[src/shared/tec_regs.svh]
// Purpose: Register offsets, field positions, reset values and timing counts
// Assumes: Wishbone classic slave with 32-bit data, byte addresses
// Notes: Included by the top and counter design files
`ifndef TEC_REGS_SVH
`define TEC_REGS_SVH

// ----------------------------------------
// Register offsets (byte addresses)
// ----------------------------------------
`define TEC_CTR0_CONTROL_OFS 8'h00
`define TEC_CTR0_COUNT_LOW_OFS 8'h04
`define TEC_CTR0_COUNT_HIGH_OFS 8'h08
`define TEC_CTR1_CONTROL_OFS 8'h0C
`define TEC_CTR1_COUNT_LOW_OFS 8'h10
`define TEC_CTR1_COUNT_HIGH_OFS 8'h14
`define TEC_IRQ_CTRL_OFS 8'h18
`define TEC_POWER_CTRL_OFS 8'h1C

// ----------------------------------------
// Field positions
// ----------------------------------------
`define TEC_MODE_HI_BIT 7
`define TEC_MODE_LO_BIT 6
`define TEC_RUN_BIT 4
`define TEC_EDGE_BIT 3
// Interrupt control: enables in bits 1:0, sticky requests in bits 5:4
`define TEC_IEN0_BIT 0
`define TEC_IEN1_BIT 1
`define TEC_IRQF0_BIT 4
`define TEC_IRQF1_BIT 5
`define TEC_PDOWN_BIT 0

// ----------------------------------------
// Reset values
// ----------------------------------------
`define TEC_CONTROL_RST 8'h00
`define TEC_COUNT_RST 16'h0000

// ----------------------------------------
// Timing
// ----------------------------------------
`define TEC_SYS_CLK_HZ 40000000
`define TEC_CTR1_CLK_HZ 32768
`define TEC_CTR0_DIV 4
`define TEC_CTR1_DIV (`TEC_SYS_CLK_HZ / `TEC_CTR1_CLK_HZ)

`endif

[src/shared/tec_pkg.sv]
// Purpose: Types shared by the timer/event counter design
// Assumes: Nothing beyond the register header
// Notes: Mode codes follow the two-bit operating mode field
package tec_pkg;
   typedef enum logic [1:0] {
      TEC_MODE_UNUSED = 2'h0,
      TEC_MODE_EVENT = 2'h1,
      TEC_MODE_TIMER = 2'h2,
      TEC_MODE_PULSE = 2'h3
   } tec_mode_t;

   typedef enum logic [2:0] {
      TEC_PW_IDLE = 3'b001,
      TEC_PW_WAIT = 3'b010,
      TEC_PW_COUNT = 3'b100
   } tec_pw_state_t;
endpackage

[src/hw/tec_timer_top.sv]
// Purpose: Two 16-bit timer/event counters behind a classic Wishbone slave
// Assumes: 40 MHz system clock; asynchronous event pin; interrupt controller outside
// Notes: Counter 0 has timer, event and pulse width modes; counter 1 timer only
//
// Added by the designer: register access over Wishbone and the placing of the registers.
`include "tec_regs.svh"
`timescale 1ns/10ps
`default_nettype none
module tec_timer_top
   import tec_pkg::*;
#(
   parameter int CTR0_DIV = `TEC_CTR0_DIV,
   parameter int CTR1_DIV = `TEC_CTR1_DIV
) (
   input wire logic clk_sys_in,
   input wire logic rst_n_in,
   input wire logic wb_cyc_in,
   input wire logic wb_stb_in,
   input wire logic wb_we_in,
   input wire logic [7:0] wb_adr_in,
   input wire logic [3:0] wb_sel_in,
   input wire logic [31:0] wb_dat_in,
   output logic [31:0] wb_dat_out,
   output logic wb_ack_out,
   input wire logic timer_event_pin_in,
   output logic ctr0_irq_out,
   output logic ctr1_irq_out,
   output logic wakeup_out
);
   // ----------------------------------------
   // Declarations
   // ----------------------------------------
   logic [7:0] ctr0_control_reg, ctr0_control_next;
   logic [7:0] ctr1_control_reg, ctr1_control_next;
   logic [1:0] irq_en_reg, irq_en_next;
   logic [1:0] irq_flag_reg, irq_flag_next;
   logic power_down_reg, power_down_next;
   logic ack_reg, ack_next;
   logic [31:0] rdata_reg, rdata_next;
   logic [1:0] irq_out_reg, irq_out_next;
   logic wake_reg, wake_next;
   logic pin_meta_reg, pin_sync_reg, pin_prev_reg;
   logic [15:0] div0_reg, div0_next;
   logic [15:0] div1_reg, div1_next;
   logic tick0_reg, tick0_next;
   logic tick1_reg, tick1_next;
   tec_pw_state_t pw_state_reg, pw_state_next;
   tec_mode_t ctr0_mode;
   logic ctr0_run_enable, ctr1_run_enable, ctr0_edge_select;
   logic pin_rise, pin_fall, pin_active_edge, pin_return_edge;
   logic bus_req, wr_lane0, pw_clear_run;
   logic ctr0_inc, ctr0_running, ctr0_ovf;
   logic ctr1_inc, ctr1_ovf;
   logic [15:0] ctr0_count, ctr1_count;
   logic [7:0] ctr0_low_latch, ctr1_low_latch;
   logic c0_wr_lo, c0_wr_hi, c0_rd_hi, c1_wr_lo, c1_wr_hi, c1_rd_hi;

   assign ctr0_mode = tec_mode_t'(ctr0_control_reg[`TEC_MODE_HI_BIT:`TEC_MODE_LO_BIT]);
   assign ctr0_run_enable = ctr0_control_reg[`TEC_RUN_BIT];
   assign ctr1_run_enable = ctr1_control_reg[`TEC_RUN_BIT];
   assign ctr0_edge_select = ctr0_control_reg[`TEC_EDGE_BIT];

   // ----------------------------------------
   // Pin synchroniser and edge detect
   // ----------------------------------------
   always_ff @(posedge clk_sys_in or negedge rst_n_in) begin
      if (!rst_n_in) begin
         pin_meta_reg <= 1'b0;
         pin_sync_reg <= 1'b0;
         pin_prev_reg <= 1'b0;
      end else begin
         pin_meta_reg <= timer_event_pin_in;
         pin_sync_reg <= pin_meta_reg;
         pin_prev_reg <= pin_sync_reg;
      end
   end

   assign pin_rise = pin_sync_reg && !pin_prev_reg;
   assign pin_fall = !pin_sync_reg && pin_prev_reg;
   assign pin_active_edge = ctr0_edge_select ? pin_rise : pin_fall;
   assign pin_return_edge = ctr0_edge_select ? pin_fall : pin_rise;

   // ----------------------------------------
   // Timer clock dividers
   // ----------------------------------------
   always_comb begin
      div0_next = div0_reg + 16'h0001;
      tick0_next = 1'b0;
      if (div0_reg >= 16'(CTR0_DIV - 1)) begin
         div0_next = 16'h0000;
         tick0_next = 1'b1;
      end
      div1_next = div1_reg + 16'h0001;
      tick1_next = 1'b0;
      if (div1_reg >= 16'(CTR1_DIV - 1)) begin
         div1_next = 16'h0000;
         tick1_next = 1'b1;
      end
   end

   always_ff @(posedge clk_sys_in or negedge rst_n_in) begin
      if (!rst_n_in) begin
         div0_reg <= 16'h0000;
         div1_reg <= 16'h0000;
         tick0_reg <= 1'b0;
         tick1_reg <= 1'b0;
      end else begin
         div0_reg <= div0_next;
         div1_reg <= div1_next;
         tick0_reg <= tick0_next;
         tick1_reg <= tick1_next;
      end
   end

   // ----------------------------------------
   // Pulse width sequencer
   // ----------------------------------------
   always_comb begin
      pw_state_next = pw_state_reg;
      pw_clear_run = 1'b0;
      unique case (pw_state_reg)
         TEC_PW_IDLE: begin
            if (ctr0_mode == TEC_MODE_PULSE && ctr0_run_enable) begin
               pw_state_next = TEC_PW_WAIT;
            end
         end
         TEC_PW_WAIT: begin
            if (ctr0_mode != TEC_MODE_PULSE || !ctr0_run_enable) begin
               pw_state_next = TEC_PW_IDLE;
            end else if (pin_active_edge) begin
               pw_state_next = TEC_PW_COUNT;
            end
         end
         TEC_PW_COUNT: begin
            if (ctr0_mode != TEC_MODE_PULSE || !ctr0_run_enable) begin
               pw_state_next = TEC_PW_IDLE;
            end else if (pin_return_edge) begin
               pw_state_next = TEC_PW_IDLE;
               pw_clear_run = 1'b1;
            end
         end
         default: begin
            pw_state_next = TEC_PW_IDLE;
         end
      endcase
   end

   always_ff @(posedge clk_sys_in or negedge rst_n_in) begin
      if (!rst_n_in) begin
         pw_state_reg <= TEC_PW_IDLE;
      end else begin
         pw_state_reg <= pw_state_next;
      end
   end

   // ----------------------------------------
   // Counter increment selection
   // ----------------------------------------
   always_comb begin
      ctr0_inc = 1'b0;
      ctr0_running = 1'b0;
      unique case (ctr0_mode)
         TEC_MODE_TIMER: begin
            ctr0_running = ctr0_run_enable;
            ctr0_inc = tick0_reg;
         end
         TEC_MODE_EVENT: begin
            ctr0_running = ctr0_run_enable;
            ctr0_inc = ctr0_edge_select ? pin_fall : pin_rise;
         end
         TEC_MODE_PULSE: begin
            ctr0_running = ctr0_run_enable;
            ctr0_inc = tick0_reg && pw_state_reg == TEC_PW_COUNT;
         end
         TEC_MODE_UNUSED: begin
            ctr0_running = 1'b0;
            ctr0_inc = 1'b0;
         end
      endcase
      // Counter 1 only counts when its mode field holds the timer code
      ctr1_inc = tick1_reg && ctr1_control_reg[`TEC_MODE_HI_BIT:`TEC_MODE_LO_BIT] == TEC_MODE_TIMER;
   end

   // ----------------------------------------
   // Wishbone decode
   // ----------------------------------------
   assign bus_req = wb_cyc_in && wb_stb_in && !ack_reg;
   assign wr_lane0 = bus_req && wb_we_in && wb_sel_in[0];
   assign c0_wr_lo = wr_lane0 && wb_adr_in == `TEC_CTR0_COUNT_LOW_OFS;
   assign c0_wr_hi = wr_lane0 && wb_adr_in == `TEC_CTR0_COUNT_HIGH_OFS;
   assign c1_wr_lo = wr_lane0 && wb_adr_in == `TEC_CTR1_COUNT_LOW_OFS;
   assign c1_wr_hi = wr_lane0 && wb_adr_in == `TEC_CTR1_COUNT_HIGH_OFS;
   assign c0_rd_hi = bus_req && !wb_we_in && wb_adr_in == `TEC_CTR0_COUNT_HIGH_OFS;
   assign c1_rd_hi = bus_req && !wb_we_in && wb_adr_in == `TEC_CTR1_COUNT_HIGH_OFS;

   tec_counter16 #(
      .WIDTH(16)
   ) u_ctr0 (
      .clk_sys_in(clk_sys_in),
      .rst_n_in(rst_n_in),
      .running_in(ctr0_running),
      .inc_in(ctr0_inc),
      .wr_low_in(c0_wr_lo),
      .wr_high_in(c0_wr_hi),
      .rd_high_in(c0_rd_hi),
      .wdata_in(wb_dat_in[7:0]),
      .count_out(ctr0_count),
      .low_latch_out(ctr0_low_latch),
      .ovf_out(ctr0_ovf)
   );

   tec_counter16 #(
      .WIDTH(16)
   ) u_ctr1 (
      .clk_sys_in(clk_sys_in),
      .rst_n_in(rst_n_in),
      .running_in(ctr1_run_enable),
      .inc_in(ctr1_inc),
      .wr_low_in(c1_wr_lo),
      .wr_high_in(c1_wr_hi),
      .rd_high_in(c1_rd_hi),
      .wdata_in(wb_dat_in[7:0]),
      .count_out(ctr1_count),
      .low_latch_out(ctr1_low_latch),
      .ovf_out(ctr1_ovf)
   );

   // ----------------------------------------
   // Registers, flags and bus answers
   // ----------------------------------------
   always_comb begin
      ctr0_control_next = ctr0_control_reg;
      ctr1_control_next = ctr1_control_reg;
      irq_en_next = irq_en_reg;
      irq_flag_next = irq_flag_reg;
      power_down_next = power_down_reg;
      rdata_next = rdata_reg;
      ack_next = bus_req;
      if (wr_lane0) begin
         unique case (wb_adr_in)
            `TEC_CTR0_CONTROL_OFS: ctr0_control_next = wb_dat_in[7:0];
            `TEC_CTR1_CONTROL_OFS: ctr1_control_next = wb_dat_in[7:0];
            `TEC_IRQ_CTRL_OFS: begin
               irq_en_next = wb_dat_in[`TEC_IEN1_BIT:`TEC_IEN0_BIT];
               // Writing one clears a request flag
               irq_flag_next = irq_flag_reg & ~wb_dat_in[`TEC_IRQF1_BIT:`TEC_IRQF0_BIT];
            end
            `TEC_POWER_CTRL_OFS: power_down_next = wb_dat_in[`TEC_PDOWN_BIT];
            default: begin
            end
         endcase
      end
      if (pw_clear_run) begin
         ctr0_control_next[`TEC_RUN_BIT] = 1'b0;
      end
      // Set wins over a clear in the same cycle
      if (ctr0_ovf) begin
         irq_flag_next[0] = 1'b1;
      end
      if (ctr1_ovf) begin
         irq_flag_next[1] = 1'b1;
      end
      if (bus_req && !wb_we_in) begin
         unique case (wb_adr_in)
            `TEC_CTR0_CONTROL_OFS: rdata_next = {24'h000000, ctr0_control_reg};
            `TEC_CTR0_COUNT_LOW_OFS: rdata_next = {24'h000000, ctr0_low_latch};
            `TEC_CTR0_COUNT_HIGH_OFS: rdata_next = {24'h000000, ctr0_count[15:8]};
            `TEC_CTR1_CONTROL_OFS: rdata_next = {24'h000000, ctr1_control_reg};
            `TEC_CTR1_COUNT_LOW_OFS: rdata_next = {24'h000000, ctr1_low_latch};
            `TEC_CTR1_COUNT_HIGH_OFS: rdata_next = {24'h000000, ctr1_count[15:8]};
            `TEC_IRQ_CTRL_OFS: rdata_next = {26'h0000000, irq_flag_reg, 2'h0, irq_en_reg};
            `TEC_POWER_CTRL_OFS: rdata_next = {31'h00000000, power_down_reg};
            default: rdata_next = 32'h00000000;
         endcase
      end
      irq_out_next = irq_flag_next & irq_en_next;
      // Wake-up is independent of the interrupt enable
      wake_next = power_down_reg && ctr0_ovf && ctr0_mode == TEC_MODE_EVENT;
   end

   always_ff @(posedge clk_sys_in or negedge rst_n_in) begin
      if (!rst_n_in) begin
         ctr0_control_reg <= `TEC_CONTROL_RST;
         ctr1_control_reg <= `TEC_CONTROL_RST;
         irq_en_reg <= 2'h0;
         irq_flag_reg <= 2'h0;
         power_down_reg <= 1'b0;
         rdata_reg <= 32'h00000000;
         ack_reg <= 1'b0;
         irq_out_reg <= 2'h0;
         wake_reg <= 1'b0;
      end else begin
         ctr0_control_reg <= ctr0_control_next;
         ctr1_control_reg <= ctr1_control_next;
         irq_en_reg <= irq_en_next;
         irq_flag_reg <= irq_flag_next;
         power_down_reg <= power_down_next;
         rdata_reg <= rdata_next;
         ack_reg <= ack_next;
         irq_out_reg <= irq_out_next;
         wake_reg <= wake_next;
      end
   end

   assign wb_dat_out = rdata_reg;
   assign wb_ack_out = ack_reg;
   assign ctr0_irq_out = irq_out_reg[0];
   assign ctr1_irq_out = irq_out_reg[1];
   assign wakeup_out = wake_reg;
endmodule
`default_nettype wire

[src/hw/tec_counter16.sv]
// Purpose: One 16-bit count-up counter with preload, auto-reload and byte access
// Assumes: Increment enable and bus strobes are one-cycle pulses on clk_sys_in
// Notes: Overflow is a one-cycle pulse on the increment that wraps FFFFh
`include "tec_regs.svh"
`timescale 1ns/10ps
`default_nettype none
module tec_counter16
   import tec_pkg::*;
#(
   parameter int WIDTH = 16
) (
   input wire logic clk_sys_in,
   input wire logic rst_n_in,
   input wire logic running_in,
   input wire logic inc_in,
   input wire logic wr_low_in,
   input wire logic wr_high_in,
   input wire logic rd_high_in,
   input wire logic [7:0] wdata_in,
   output logic [WIDTH-1:0] count_out,
   output logic [7:0] low_latch_out,
   output logic ovf_out
);
   logic [WIDTH-1:0] count_reg, count_next;
   logic [WIDTH-1:0] preload_reg, preload_next;
   logic [7:0] low_buf_reg, low_buf_next;
   logic [7:0] low_latch_reg, low_latch_next;
   logic ovf_reg, ovf_next;

   // ----------------------------------------
   // Next state
   // ----------------------------------------
   always_comb begin
      count_next = count_reg;
      preload_next = preload_reg;
      low_buf_next = low_buf_reg;
      low_latch_next = low_latch_reg;
      ovf_next = 1'b0;
      if (wr_low_in) begin
         low_buf_next = wdata_in;
      end
      if (rd_high_in) begin
         low_latch_next = count_reg[7:0];
      end
      if (wr_high_in) begin
         preload_next = {wdata_in, low_buf_reg};
         if (!running_in) begin
            count_next = {wdata_in, low_buf_reg};
         end
      end else if (inc_in && running_in) begin
         // Counting is inhibited during a preload write
         if (count_reg == {WIDTH{1'b1}}) begin
            count_next = preload_reg;
            ovf_next = 1'b1;
         end else begin
            count_next = count_reg + 1'b1;
         end
      end
   end

   always_ff @(posedge clk_sys_in or negedge rst_n_in) begin
      if (!rst_n_in) begin
         count_reg <= '0;
         preload_reg <= '0;
         low_buf_reg <= 8'h00;
         low_latch_reg <= 8'h00;
         ovf_reg <= 1'b0;
      end else begin
         count_reg <= count_next;
         preload_reg <= preload_next;
         low_buf_reg <= low_buf_next;
         low_latch_reg <= low_latch_next;
         ovf_reg <= ovf_next;
      end
   end

   assign count_out = count_reg;
   assign low_latch_out = low_latch_reg;
   assign ovf_out = ovf_reg;
endmodule
`default_nettype wire

[config.mk]
export PLATFORM = sky130hd
export DESIGN_NAME = tec_timer_top
export DESIGN_NICKNAME = d
export VERILOG_FILES = /design/src/shared/tec_pkg.sv /design/src/hw/tec_timer_top.sv /design/src/hw/tec_counter16.sv
export VERILOG_INCLUDE_DIRS = /design/src /design/src/shared
export SDC_FILE = /design/constraint.sdc
export NUM_CORES = 1
export LEC_CHECK = 0
export BUFFER_PORTS_ARGS = -buffer_cell sky130_fd_sc_hd__buf_2
export CORE_UTILIZATION = 30
export DETAILED_ROUTE_END_ITERATION = 12
export GPL_TIMING_DRIVEN = 0
export HOLD_SLACK_MARGIN = 0.15
export SYNTH_ARGS = -nofsm -noshare
export SYNTH_HDL_FRONTEND = slang
export SYNTH_SLANG_ARGS = --single-unit
[constraint.sdc]
create_clock -name clk_sys_in -period 5.7 [get_ports clk_sys_in]
set_clock_uncertainty 0.05 [all_clocks]
set_input_delay 0 -clock clk_sys_in [delete_from_list [all_inputs] [get_ports clk_sys_in]]
set_output_delay 0 -clock clk_sys_in [all_outputs]
set_load 0.005 [all_outputs]
# Yosys cells after proc, flatten, opt, wreduce, memory -nomap -nowiden
# Cells that the tools add are included.
# word_totals
output_inout_bits	36
register_bits	195
# op_classes
reduce_logical	40
n_eq_ne	22
bitwise	3
addsub	4
mux	41
order_cmp	2
# op_table
operator	count
16-bit two-way mux	10
16-bit by 1-bit adder with 16-bit output, second input constant	4
8-bit one-hot mux with 8 select lines	1
16-bit == test, second input constant	2
8-bit by 5-bit == test with 1-bit output, second input constant	4
1-bit logical AND	20
8-bit by 4-bit == test with 1-bit output, second input constant	2
16-bit by 11-bit greater-or-equal comparator with 1-bit output, second input constant	1
16-bit by 2-bit greater-or-equal comparator with 1-bit output, second input constant	1
1-bit two-way mux	16
3-bit two-way mux	5
2-bit AND reduction	6
5-bit two-way mux	2
3-bit one-hot mux with 3 select lines	1
8-bit by 3-bit == test with 1-bit output, second input constant	1
8-bit logical NOT	1
2-bit two-way mux	4
2-bit inequality test, second input constant	4
2-bit nonzero test	4
2-bit == test, second input constant	3
3-bit inequality test, second input constant	2
1-bit logical NOT	5
2-bit bitwise AND	2
1-bit one-hot mux with 4 select lines	1
10 further kinds	10

# Logic depth before layout (Yosys ltp)
# logic_depth
depth_word	8
ltp_mapped	8
ltp_nobuf	6

# Modules after synthesis
# Synthesis repeated with hierarchy kept, for this count alone.
# unflattened
hier_cells	777
hier_area_um2	8360.5
# modules_own_cells
module	area_each_um2	cells_each	instances
tec_counter16	2443.6	237	2
tec_timer_top	3473.3	303	1

# Worst setup path after synthesis
# Ideal clock, no wire load.
# synth_path
path_kind	register to register
startpoint	register ctr0_control_reg[3]
endpoint	register u_ctr0.count_reg[2], in the netlist u_ctr0.count_out[2]
setup_ps	125
period_less_slack_ps	2348
path_slack_ps	3352
stages_incl_launch_ff	7
t_arrival_ps	2174
path_cell_list	dfrtp_1 -> or3b_2 -> a211oi_1 -> nor3_1 -> buf_2 -> nor2_2 -> mux2_2
# synth_via
elab_chain_cells	5
# synth_lines
item	line	source
start: declaration	tec_timer_top.sv:33	logic [7:0] ctr0_control_reg, ctr0_control_next;
start signal: assignment	tec_timer_top.sv:283	ctr0_control_reg <= `TEC_CONTROL_RST;
start signal: assignment	tec_timer_top.sv:293	ctr0_control_reg <= ctr0_control_next;
1-bit two-way mux	tec_timer_top.sv:169	ctr0_inc = ctr0_edge_select ? pin_fall : pin_rise;
1-bit one-hot mux with 4 select lines	tec_timer_top.sv:162	unique case (ctr0_mode)
1-bit logical AND	tec_counter16.sv:50	end else if (inc_in && running_in) begin
2-bit nonzero test (no source line)	n/a	
2-bit AND reduction (no source line)	n/a	
end signal: assignment	tec_counter16.sv:69	count_reg <= count_next;
end: declaration	tec_counter16.sv:24	logic [WIDTH-1:0] count_reg, count_next;
# Every way passes these cells.
# A chain may end at the register's enable or synchronous reset.

# Worst setup path in the final report
# layout_path
startpoint	register ack_reg, in the netlist wb_ack_out
endpoint	register u_ctr0.count_reg[4], in the netlist u_ctr0.count_out[4]
# layout_via
elab_chain_cells	7
elab_cells_between_ends	9
# layout_lines
item	line	source
start: declaration	tec_timer_top.sv:38	logic ack_reg, ack_next;
start signal: assignment	tec_timer_top.sv:299	ack_reg <= ack_next;
1-bit logical NOT (*)	tec_timer_top.sv:187	assign bus_req = wb_cyc_in && wb_stb_in && !ack_reg;
1-bit logical AND (*)	tec_timer_top.sv:187	
via ack_next	tec_timer_top.sv:38	
1-bit logical AND (*) (2 in a row)	tec_timer_top.sv:188	assign wr_lane0 = bus_req && wb_we_in && wb_sel_in[0];
1-bit logical AND (no source line) (*)	n/a	
2-bit inequality test (no source line) / 2-bit nonzero test (equally long branches)	n/a	
2-bit AND reduction (no source line)	n/a	
# The timed path passes the listed nets; every way through them passes the cells marked *.

==> results.json <==
{
  "status": "complete, no violations",
  "setup_viol": 0,
  "synth.distinct_cells": 73,
  "synth_ff_type": "dfrtp_1",
  "max_freq_ghz": 0.307,
  "vias": 6521,
  "holdCritPathClass": "in2reg",
  "port_buffers": 30,
  "critPathMaxFanout": 10,
  "rows": 60,
  "fin_crit_sh_pct": 57.2,
  "finalHoldViolations": 0,
  "grtUsageMet2_pct": 24.3,
  "use_met1_pct": 23.5,
  "grt.busiest_layer": "met2",
  "hold_depth": 2,
  "grt_pass1_vias": 6369,
  "grt_first_pass_wirelength_mm": 35.6,
  "power_frac_comb_pct": 4.5,
  "pwr-share-clk_pct": 45.7,
  "slew_viol_final": 0,
  "power.leakage_nw": 4.52,
  "fin_ws_ns": 2.44,
  "reg2reg_slack_ns": 2.44,
  "hold_ws_ns": 0.171,
  "synth_commonest_cells": "dfrtp_1 (170), nand2_1 (133), mux2_2 (48)",
  "tns_ns": 0,
  "placed_area_sq_um": 8950,
  "route.detailed.drc": 0,
  "place_congestion": 0.898,
  "p_sw_share_pct": 23.8,
  "hold_path.startpoint": "timer_event_pin_in",
  "yosysTopAreaCell": "dfrtp_1",
  "nets": 974,
  "crit_path_end_kind": "flip-flop",
  "initial_core_util_pct": 30.4,
  "drtIter0Drc": 622,
  "seqPwrFrac_pct": 49.8,
  "ios": 86,
  "cts_tree": "built",
  "cp.arrival_ns": 3.53,
  "power_density_nw_per_um2": 251,
  "r2r_end": "u_ctr0.count_out[4]$_DFFE_PN0P_",
  "wire_per_inst_um": 17.2,
  "r2r_cells": 8,
  "postCtsSetupRepairBufs": 0,
  "syn_inst": 796,
  "clockRootBuffer": "clkbuf_16",
  "die_area_sq_um": 27900,
  "core_sq_um": 26900,
  "cts_inserted_buffers": 17,
  "cp.required_ns": 5.97,
  "min_to": "pin_meta_reg$_DFF_PN0_",
  "ir_drop_uv": 212,
  "critical_path.cell_chain": "nand3b_1 > dlygate4sd3_1 > inv_1 > nand4_1 > nor2_1 > clkbuf_1 > a211oi_1 > o32a_1",
  "routed_wl_mm": 21.9,
  "dp_slack_ns": 2.76,
  "relSlewSlack_pct": 28.3,
  "fp.dieH_um": 167,
  "dr.pass1.iters": 6,
  "die_w_um": 167,
  "cts_max_path_buffers": 2,
  "crit_start": "wb_ack_out$_DFF_PN0_",
  "p_sw_w": 0.000589,
  "start_kind": "flip-flop",
  "async_flop_share_pct": 100,
  "rsz0062_at_grt": "false",
  "ys_seq_elements": 171,
  "synth_area_per_cell_sq_um": 10.3,
  "viasPerCell": 5.12,
  "reg2reg_from": "wb_ack_out$_DFF_PN0_",
  "area_growth_pct": 20.3,
  "worstSetupPathType": "reg2reg",
  "drive_gt1_share_pct": 17.5,
  "hpwl_mm": 15.1,
  "cts_resized": 0,
  "grt_overflow": 0,
  "seq_area_frac_synth_pct": 52.3,
  "synth_top_area_share_pct": 52.0,
  "ys_top_cells_by_area": "dfrtp_1 (52%), mux2_2 (6.6%), nand2_1 (6.1%), buf_4 (2.5%), o21ai_0 (2.4%)",
  "antenna_left": 0,
  "p_int_w": 0.00188,
  "synth_area_sq_um": 8180,
  "maxCapViolCount": 0,
  "clock_latency_ns": 0.43,
  "cp_slowest_cell": "dlygate4sd3_1",
  "period_needed_ns": 3.26,
  "htreeDepth": 4,
  "path_clk_slew_ns": 0.07,
  "worst_pin_slew_ns": 1.07,
  "critical_path_buf_inv_count": 3,
  "antenna_found_initial": 0,
  "stdcell_area_sq_um": 9840,
  "synth_enable_flop_cells": 0,
  "grt_start_max_net_pins": 89,
  "postCtsHoldBufs": 32,
  "crit_family": "buffers and inverters",
  "antenna_cells": 0,
  "cp_slowest_stage_delay_ns": 0.66,
  "cts.sinks": 171,
  "grt_usage_pct": 16.4,
  "use_met3_pct": 3.81,
  "synthMostInstantiatedCell": "dfrtp_1",
  "ys_warn_count": 0
}
==> metrics by stage <==
step / power (W) / utilization, % / instances
after floorplan: 0.00130 / - / 838
after global placement: 0.00135 / 33.2 / 1209
after detailed placement: 0.00135 / 33.3 / 1210
after CTS: 0.00250 / 36.6 / 1274
after global routing: 0.00257 / 36.6 / 1274
final: 0.00247 / 36.6 / 1274
==> layout make-up <==
class | count | area, sq um
clock inverters | 13 | 134
flip-flops and latches | 171 | 4280
multi-input cells | 587 | 3640
repair buffers | 63 | 508
plain buffers | 66 | 360
clock buffers | 19 | 433
inverters | 14 | 52.6
well taps | 341 | 427
fillers | 2687 | 17000
==> cells in the final DEF, fill, tap and decap left out, types with 6 or more instances in the layout <==
cell type,synthesis,routed
dfrtp_1,170,170
xor2_1,6,6
a21oi_1,19,19
dlygate4sd3_1,0,32
nor2b_1,6,6
clkbuf_1,26,28
and2_1,8,8
nor3_1,14,14
buf_2,9,38
a22oi_1,12,12
clkbuf_16,0,17
inv_1,14,14
nand4_1,11,11
conb_1,1,43
nor4_1,17,17
nand3_1,27,27
nor2_1,43,43
nand2_1,133,133
a31oi_1,6,6
and3_1,8,8
a211oi_1,12,12
mux2_2,48,48
o21ai_0,39,39
o2bb2ai_1,8,8
xnor2_1,9,9
buf_4,27,27
==> per-layer routing <==
layer | routed length [um] | up-vias
met4 | 307 | 0
met1 | 10500 | 3195
met5 | 0 | -
li1 | - | 3071
met2 | 9660 | 232
met3 | 1390 | 23
==> worst reg2reg max path: cells and delay by family (launching register included) <==
family / cells / cell delay, ns
AOI/OAI and AO/OA: 2 / 0.30
buffers and inverters: 3 / 1.27
DFF: 1 / 0.37
and+or+nand+nor: 3 / 1.17
==> how the worst max path moves through the flow <==
stage,end,slack (ns),depth (start not counted)
3_3_place_gp,div0_reg[8]$_DFF_PN0_,1.86,1
6_report,u_ctr0.count_out[4]$_DFFE_PN0P_,2.44,8
2_1_floorplan,u_ctr0.count_out[2]$_DFFE_PN0P_,3.35,6
4_1_cts,u_ctr0.count_out[4]$_DFFE_PN0P_,2.47,8
5_1_grt,u_ctr0.count_out[12]$_DFFE_PN0P_,2.27,8
3_5_place_dp,u_ctr0.count_out[4]$_DFFE_PN0P_,2.76,7
==> logic make-up after synthesis <==
kind of cell,share of synthesized area (%)
AOI/OAI and AO/OA,14.1
xor gates and xnor gates,1.61
adders and majority gates,0.612
buffers and inverters,5.05
DFF,52.3
muxes,7.77
other,0.0458
and+or+nand+nor,18.5
==> power groups by stage <==
stage	clock network, W	logic [W]	registers [W]
after global routing	0.00121	0.000124	0.00123
after global placement	0	0.0000935	0.00126
after detailed placement	0	0.0000972	0.00126
after CTS	0.00116	0.000112	0.00123
final	0.00113	0.000111	0.00123
after floorplan	0	0.0000426	0.00125
No activity file was read; power rests on OpenSTA's default activity.
